<file path="config.mk">
export PLATFORM = sky130hd
export DESIGN_NAME = fps_sequencer
export DESIGN_NICKNAME = d
export VERILOG_FILES = /design/src/logic/fps_pkg.sv /design/src/logic/fps_sequencer.sv /design/src/logic/fps_trip_timer.sv
export VERILOG_INCLUDE_DIRS = /design/src /design/src/logic
export SDC_FILE = /design/constraint.sdc
export NUM_CORES = 1
export LEC_CHECK = 0
export BUFFER_PORTS_ARGS = -buffer_cell sky130_fd_sc_hd__clkbuf_2
export CAP_MARGIN = 20
export CORE_ASPECT_RATIO = 0.8
export CORE_MARGIN = 5
export CORE_UTILIZATION = 30
export CTS_CLUSTER_DIAMETER = 200
export DETAILED_ROUTE_END_ITERATION = 10
export PLACE_DENSITY_LB_ADDON = 0.15
export SLEW_MARGIN = 40
export SYNTH_ARGS = -nofsm -noshare
export SYNTH_HDL_FRONTEND = slang
export SYNTH_SLANG_ARGS = --single-unit
</file>
<file path="constraint.sdc">
create_clock -name clk_sys -period 4.7 [get_ports clk_sys]
set_input_delay 0.705 -clock clk_sys [delete_from_list [all_inputs] [get_ports clk_sys]]
set_output_delay 0.705 -clock clk_sys [all_outputs]
set_load 0.005 [all_outputs]
</file>
<file path="src/logic/fps_params.svh">
// Timing and count constants for the fault-protection sequencer
`ifndef FPS_PARAMS_SVH
`define FPS_PARAMS_SVH
`define FPS_CLK_MHZ 100
`define FPS_OC_LOW_MS 15
`define FPS_OC_HIGH_MS 10
`define FPS_HICCUP_MS 480
`define FPS_BLANK_LATCH_MS 1
`define FPS_RAMP_MS 10
`define FPS_DECAY_MS 1
`define FPS_MS_CYCLES (`FPS_CLK_MHZ * 1000)
`define FPS_SC_LIMIT 4'hA
`define FPS_SYNC_IDLE 8'h18
`endif

</file>
<file path="src/logic/fps_pkg.sv">
// Types for the fault-protection sequencer
`default_nettype none
package fps_pkg;
    typedef enum logic [5:0] {
        FPS_RAMP = 6'b00_0001,
        FPS_RUN = 6'b00_0010,
        FPS_HICCUP = 6'b00_0100,
        FPS_BLANK = 6'b00_1000,
        FPS_LATCH = 6'b01_0000,
        FPS_UV = 6'b10_0000
    } fps_state_type;
endpackage
`default_nettype wire

</file>
<file path="src/logic/fps_sequencer.sv">
// Fault-protection sequencer top level
`timescale 1ns/10ps
`default_nettype none
`include "fps_params.svh"
module fps_sequencer #(
    parameter int unsigned MS_CYCLES = `FPS_MS_CYCLES
) (
    input wire logic clk_sys,
    input wire logic nrst,
    input wire logic protection_response_select,
    input wire logic oc_low_cmp_in,
    input wire logic oc_high_cmp_in,
    input wire logic short_circuit_in,
    input wire logic feedback_in,
    input wire logic bus_overvoltage_in,
    input wire logic bus_undervoltage_in,
    input wire logic cycle_end_in,
    output logic fault_flag_out,
    output logic rampup_done_out,
    output logic switching_enable_out,
    output logic softstart_restart_out,
    output logic overcurrent_protection_out,
    output logic bus_overvoltage_protection_out
);
    import fps_pkg::*;

    localparam int unsigned OCL_CYC = `FPS_OC_LOW_MS * MS_CYCLES;
    localparam int unsigned OCH_CYC = `FPS_OC_HIGH_MS * MS_CYCLES;
    localparam logic [31:0] HIC_CYC = 32'(`FPS_HICCUP_MS * MS_CYCLES);
    localparam logic [31:0] BLL_CYC = 32'(`FPS_BLANK_LATCH_MS * MS_CYCLES);
    localparam logic [31:0] RMP_CYC = 32'(`FPS_RAMP_MS * MS_CYCLES);
    localparam logic [31:0] DEC_CYC = 32'(`FPS_DECAY_MS * MS_CYCLES);

    // ----------------------------------------
    // Reset release and input synchronisers
    // ----------------------------------------
    logic [1:0] rst_sync_q;
    logic rst_n;
    logic [7:0] in_meta_q;
    logic [7:0] in_sync_q;
    logic sel;
    logic oc_lo;
    logic oc_hi;
    logic sc_ok;
    logic fb_hi;
    logic ov;
    logic uv;
    logic cyc_end;

    always_ff @(posedge clk_sys or negedge nrst) begin
        if (!nrst) begin
            rst_sync_q <= 2'h0;
        end else begin
            rst_sync_q <= {rst_sync_q[0], 1'b1};
        end
    end
    assign rst_n = rst_sync_q[1];

    always_ff @(posedge clk_sys or negedge rst_n) begin
        if (!rst_n) begin
            // Rest at idle levels so reset shows no false short
            in_meta_q <= `FPS_SYNC_IDLE;
            in_sync_q <= `FPS_SYNC_IDLE;
        end else begin
            in_meta_q <= {protection_response_select, oc_low_cmp_in,
                oc_high_cmp_in, short_circuit_in, feedback_in,
                bus_overvoltage_in, bus_undervoltage_in, cycle_end_in};
            in_sync_q <= in_meta_q;
        end
    end
    assign {sel, oc_lo, oc_hi, sc_ok, fb_hi, ov, uv, cyc_end} = in_sync_q;

    // ----------------------------------------
    // Over-current trip timers
    // ----------------------------------------
    logic ocl_trip;
    logic och_trip;
    logic oc_trip;

    fps_trip_timer #(.LIMIT(OCL_CYC)) u_ocl (
        .clk_sys(clk_sys),
        .rst_n(rst_n),
        .cond(oc_lo),
        .expired(ocl_trip)
    );
    fps_trip_timer #(.LIMIT(OCH_CYC)) u_och (
        .clk_sys(clk_sys),
        .rst_n(rst_n),
        .cond(oc_hi),
        .expired(och_trip)
    );
    assign oc_trip = ocl_trip || och_trip;

    // ----------------------------------------
    // Sequencer state
    // ----------------------------------------
    fps_state_type state_q, state_d;
    logic [31:0] tmr_q, tmr_d;
    logic [3:0] sc_cnt_q, sc_cnt_d;
    logic started_q, started_d;
    logic run_q, run_d;
    logic restart_q, restart_d;
    logic fault_q, fault_d;
    logic sc_evt;
    logic both_hi;

    assign both_hi = fb_hi && sc_ok;
    // Low on the synchronised short input is the short event
    assign sc_evt = !sc_ok;

    always_comb begin
        state_d = state_q;
        tmr_d = tmr_q;
        sc_cnt_d = sc_cnt_q;
        started_d = started_q;
        run_d = run_q;
        restart_d = 1'b0;
        fault_d = fault_q;
        case (state_q)
            FPS_RAMP: begin
                run_d = 1'b1;
                tmr_d = tmr_q + 32'h0000_0001;
                if (sc_evt && !fb_hi) begin
                    run_d = 1'b0;
                    tmr_d = 32'h0000_0000;
                    state_d = FPS_BLANK;
                    if (!sel) begin
                        sc_cnt_d = sc_cnt_q + 4'h1;
                    end
                end else if (tmr_q >= RMP_CYC - 32'h0000_0001) begin
                    started_d = 1'b1;
                    tmr_d = 32'h0000_0000;
                    state_d = FPS_RUN;
                end
            end
            FPS_RUN: begin
                // Drop out at cycle end on low feedback
                if (!fb_hi && cyc_end) begin
                    run_d = 1'b0;
                end else if (fb_hi) begin
                    run_d = 1'b1;
                end
                tmr_d = tmr_q + 32'h0000_0001;
                if (tmr_q >= DEC_CYC - 32'h0000_0001) begin
                    tmr_d = 32'h0000_0000;
                    if (sc_cnt_q != 4'h0) begin
                        sc_cnt_d = sc_cnt_q - 4'h1;
                    end
                end
                if (sc_evt) begin
                    run_d = 1'b0;
                    tmr_d = 32'h0000_0000;
                    state_d = FPS_BLANK;
                    if (!sel) begin
                        sc_cnt_d = sc_cnt_q + 4'h1;
                    end
                end else if (oc_trip) begin
                    run_d = 1'b0;
                    tmr_d = 32'h0000_0000;
                    state_d = sel ? FPS_HICCUP : FPS_LATCH;
                end
            end
            FPS_HICCUP: begin
                run_d = 1'b0;
                if (tmr_q < HIC_CYC) begin
                    tmr_d = tmr_q + 32'h0000_0001;
                end else if (both_hi) begin
                    tmr_d = 32'h0000_0000;
                    restart_d = 1'b1;
                    state_d = FPS_RAMP;
                end
            end
            FPS_BLANK: begin
                run_d = 1'b0;
                if (tmr_q < (sel ? HIC_CYC : BLL_CYC)) begin
                    tmr_d = tmr_q + 32'h0000_0001;
                end else if (both_hi) begin
                    tmr_d = 32'h0000_0000;
                    restart_d = 1'b1;
                    state_d = FPS_RAMP;
                end
            end
            FPS_UV: begin
                run_d = 1'b0;
                if (!uv) begin
                    tmr_d = 32'h0000_0000;
                    restart_d = 1'b1;
                    state_d = FPS_RAMP;
                end
            end
            FPS_LATCH: begin
                run_d = 1'b0;
                fault_d = 1'b1;
            end
            default: begin
                state_d = FPS_LATCH;
            end
        endcase
        if (!sel && sc_cnt_d >= `FPS_SC_LIMIT) begin
            state_d = FPS_LATCH;
        end
        // Bus checks in every state but LATCH, over-voltage latches
        if (state_q != FPS_LATCH) begin
            if (ov) begin
                run_d = 1'b0;
                state_d = FPS_LATCH;
            end else if (uv && state_d != FPS_LATCH) begin
                run_d = 1'b0;
                restart_d = 1'b0;
                state_d = FPS_UV;
            end
        end
        if (state_d == FPS_LATCH) begin
            fault_d = 1'b1;
            run_d = 1'b0;
        end
    end

    always_ff @(posedge clk_sys or negedge rst_n) begin
        if (!rst_n) begin
            state_q <= FPS_RAMP;
            tmr_q <= 32'h0000_0000;
            sc_cnt_q <= 4'h0;
            started_q <= 1'b0;
            run_q <= 1'b0;
            restart_q <= 1'b0;
            fault_q <= 1'b0;
        end else begin
            state_q <= state_d;
            tmr_q <= tmr_d;
            sc_cnt_q <= sc_cnt_d;
            started_q <= started_d;
            run_q <= run_d;
            restart_q <= restart_d;
            fault_q <= fault_d;
        end
    end

    // ----------------------------------------
    // Outputs
    // ----------------------------------------
    // Ramp-done high after first ramp, low in blanking, hiccup and latch
    assign rampup_done_out = started_q && !(state_q inside {FPS_BLANK,
        FPS_HICCUP, FPS_LATCH});
    assign fault_flag_out = fault_q;
    assign switching_enable_out = run_q;
    assign softstart_restart_out = restart_q;
    assign overcurrent_protection_out = oc_trip;
    assign bus_overvoltage_protection_out = ov;
endmodule
`default_nettype wire

</file>
<file path="src/logic/fps_trip_timer.sv">
// Trip-delay timer: counts while a condition holds, restarts when it drops
`timescale 1ns/10ps
`default_nettype none
module fps_trip_timer #(
    parameter int unsigned LIMIT = 100
) (
    input wire logic clk_sys,
    input wire logic rst_n,
    input wire logic cond,
    output logic expired
);
    logic [31:0] cnt_q;
    logic [31:0] cnt_d;

    always_comb begin
        cnt_d = cnt_q;
        if (!cond) begin
            cnt_d = 32'h0000_0000;
        end else if (cnt_q < LIMIT) begin
            cnt_d = cnt_q + 32'h0000_0001;
        end
    end

    always_ff @(posedge clk_sys or negedge rst_n) begin
        if (!rst_n) begin
            cnt_q <= 32'h0000_0000;
        end else begin
            cnt_q <= cnt_d;
        end
    end

    assign expired = cond && (cnt_q >= LIMIT);
endmodule
`default_nettype wire

</file>
==> results.yml <==
status:
  status: "complete, no violations"
setup_path:
  worst_setup_path_end_kind: "output pin"
  worst_ep_arrival_time_ns: 2.74
  crit_required_ns: 3.99
  cp_max_fo: 23
  worstSetupStartpointType: "flip-flop"
  path_class: "reg2out"
detailed_routing:
  drt-initial-drc-count: 412
  dr_wl_met2_microns: 7070
  wl_met3_microns: 549
  via_per_inst: 5.07
  route.detailed.drc: 0
  wl_met1_microns: 8200
  antenna_left: 0
  wl_per_cell_microns: 15.2
  route.vias.total: 5358
  top_layer: "met5"
  dr.pass1.iters: 5
  drt-total-wl_microns: 16000
grt:
  grt_pass1_wl_microns: 27300
  grt_max_degree: 47
  grt.total_usage: 0.132
  antenna_found_initial: 1
  grt_pass1_vias: 5252
  grt_overflow_total: 0
placed_design:
  dp_cells: 1024
  dpl.hpwl_microns: 11300
  place.gp.congestion: 0.858
  io_buffer_count: 15
timing:
  finalHoldViolations: 0
  setup_tns_ns: 0
  fmax_ghz: 0.290
  slew_headroom: 0.531
  finalCriticalPeriod_ns: 3.45
  finalCritPeriodShare: 0.733
  skew_ns: 0.0206
  worst_slew_pin_slew_ns: 0.701
  slew_violations: 0
  rsz0062_at_grt: "false"
  finalSetupViolations: 0
clock_tree:
  cts.sinks: 128
  htree_levels: 4
  cts_root_buffer: "clkbuf_16"
  post_cts_resized: 0
  cts_hold_buffers: 0
  insertion_delay_ns: 0.42
  cts_tree: "done"
  cts_made_buffers: 17
  clkTransAtPathRegs_ns: 0.06
  cts_buffer_depth: 2
  cts_setup_buffers: 0
cells_and_area:
  fin_cells: 1056
  area_growth_pct: 14.2
  drive_gt1_frac: 0.0973
  n_antenna_cell: 0
  final_net_count: 767
die:
  io_pins: 16
  core_area_sq_um: 22400
  die_area_sq_um: 25800
  die-width_microns: 178
  die_h_microns: 145
  initial_core_util: 0.304
  num_rows: 49
pwr:
  p_leak_nw: 3.24
  power.density_cell_area_nw_per_um2: 323
  ir_worst_vdd_mv: 0.203
synth:
  yosysSeqAreaShare: 0.472
  synthTopCellsByArea: "dfrtp_1 (45%), and2_1 (4.4%), o21ai_0 (3.8%), ha_1 (3.7%), nand2_1 (3.6%)"
  synth_edf_count: 0
  yosysMostFrequentCell: "dfrtp_1"
  netlist_area_sq_um: 6800
  syn_inst: 727
  synth_top_area_cell: "dfrtp_1"
  synthesis.nets: 757
  synth_warnings: 0
  synthDistinctLibCells: 65
  yosys-top-cells-count: "dfrtp_1 (123), nand2_1 (66), o21ai_0 (51)"
  async_flop_share: 1.00
  yosysTopAreaCellShare: 0.453
  synthFlopType: "dfrtp_1"
  synth.avg_cell_area_sq_um: 9.35
  synth_seq_cells: 128
worst_hold_path:
  min_path_type: "in2async"
job:
  cap_violations: 0
-- power breakdown --
group          switching, mW  internal [mW]
Clock                  0.511          0.802
Sequential            0.0231           1.12
Combinational         0.0384         0.0178
-- layer usage --
metal / up-vias / GRT usage
met5: - / 0
met4: 2 / 0.0436
met3: 22 / 0.0299
met2: 90 / 0.195
met1: 2615 / 0.191
li1: 2629 / -
-- flip-flops by register name (all words and copies together) (netlist names) --
name,cells
switching_enable_out,1
fault_flag_out,1
started_q,1
in_sync_q,8
sc_cnt_q,4
state_q,6
softstart_restart_out,1
u_och.cnt_q,32
u_ocl.cnt_q,32
tmr_q,32
rst_sync_q,2
in_meta_q,8
-- final cells by class --
class                   instances  area, sq um
fillers                      2253        14600
multi-input cells             540         3360
flip-flops and latches        128         3210
clock buffers                  21          450
well taps                     306          383
clock inverters                11          134
repair buffers                 21          120
inverters                      29          109
-- critical path, cell delays in order, from the launching register on --
cell and delay [ns]:
dfrtp_1 0.78, clkinv_1 0.73, o21ai_1 0.61, clkbuf_2 0.20
-- final timing paths --
path | start | to | slack (ns) | cells after the start
max | in_sync_q[6] | overcurrent_protection_out | 1.25 | 3
min | nrst | rst_sync_q[1] | 0.06 | 1
max reg2reg | in_sync_q[6] | tmr_q[4] | 1.33 | 5
min reg2reg | rst_sync_q[1] | u_och.cnt_q[17] | 0.29 | 0
max in group asynchronous | rst_sync_q[1] | tmr_q[12] | 3.40 | 1
min in group clk_sys | in_meta_q[2] | in_sync_q[2] | 0.35 | 0
-- placed cells by master (no fill, tap or decap), drive strengths merged, types with 3 or more instances in the layout --
| cell | count |
|---|---|
| a21oi | 27 |
| a21boi | 6 |
| xnor2 | 20 |
| xor2 | 11 |
| or2 | 4 |
| nand3 | 39 |
| o211ai | 5 |
| o21ai | 54 |
| a211oi | 6 |
| or4 | 5 |
| ha | 20 |
| o221ai | 3 |
| nand4 | 16 |
| nand4b | 6 |
| o31ai | 5 |
| and4 | 5 |
| nor4 | 17 |
| nor3 | 22 |
| and2 | 48 |
| a31oi | 14 |
| o21a | 8 |
| dfstp | 5 |
| clkbuf | 36 |
| dfrtp | 123 |
| or3 | 23 |
| nor2b | 5 |
| nor2 | 47 |
| and3 | 13 |
| clkinv | 7 |
| nand2b | 10 |
| nand2 | 66 |
| buf | 6 |
| mux2i | 6 |
| inv | 30 |
-- stage by stage --
step / total power [mW] / hold WS (ns) / setup WS (ns) / area [sq um] / util
4_1_cts: 2.55 / 0.0427 / 1.14 / 7760 / 0.347
3_3_place_gp: 1.22 / 0.311 / 1.25 / 7180 / 0.321
6_report: 2.51 / 0.0602 / 1.25 / 7770 / 0.347
5_1_grt: 2.61 / 0.0407 / 0.850 / 7770 / 0.347
2_1_floorplan: 1.19 / 0.331 / 0.879 / 6800 / -
3_5_place_dp: 1.22 / 0.321 / 1.32 / 7180 / 0.321
-- cell families after synthesis --
logic type,count (synthesis),synth area share
compound gates,151,0.142
buf+inv,59,0.0351
mux,6,0.00883
flops,128,0.472
fa+ha+maj,20,0.0368
other cells,1,0.000552
simple gates,331,0.265
xor+xnor,31,0.0399
Power figures use the tool's default switching activity.
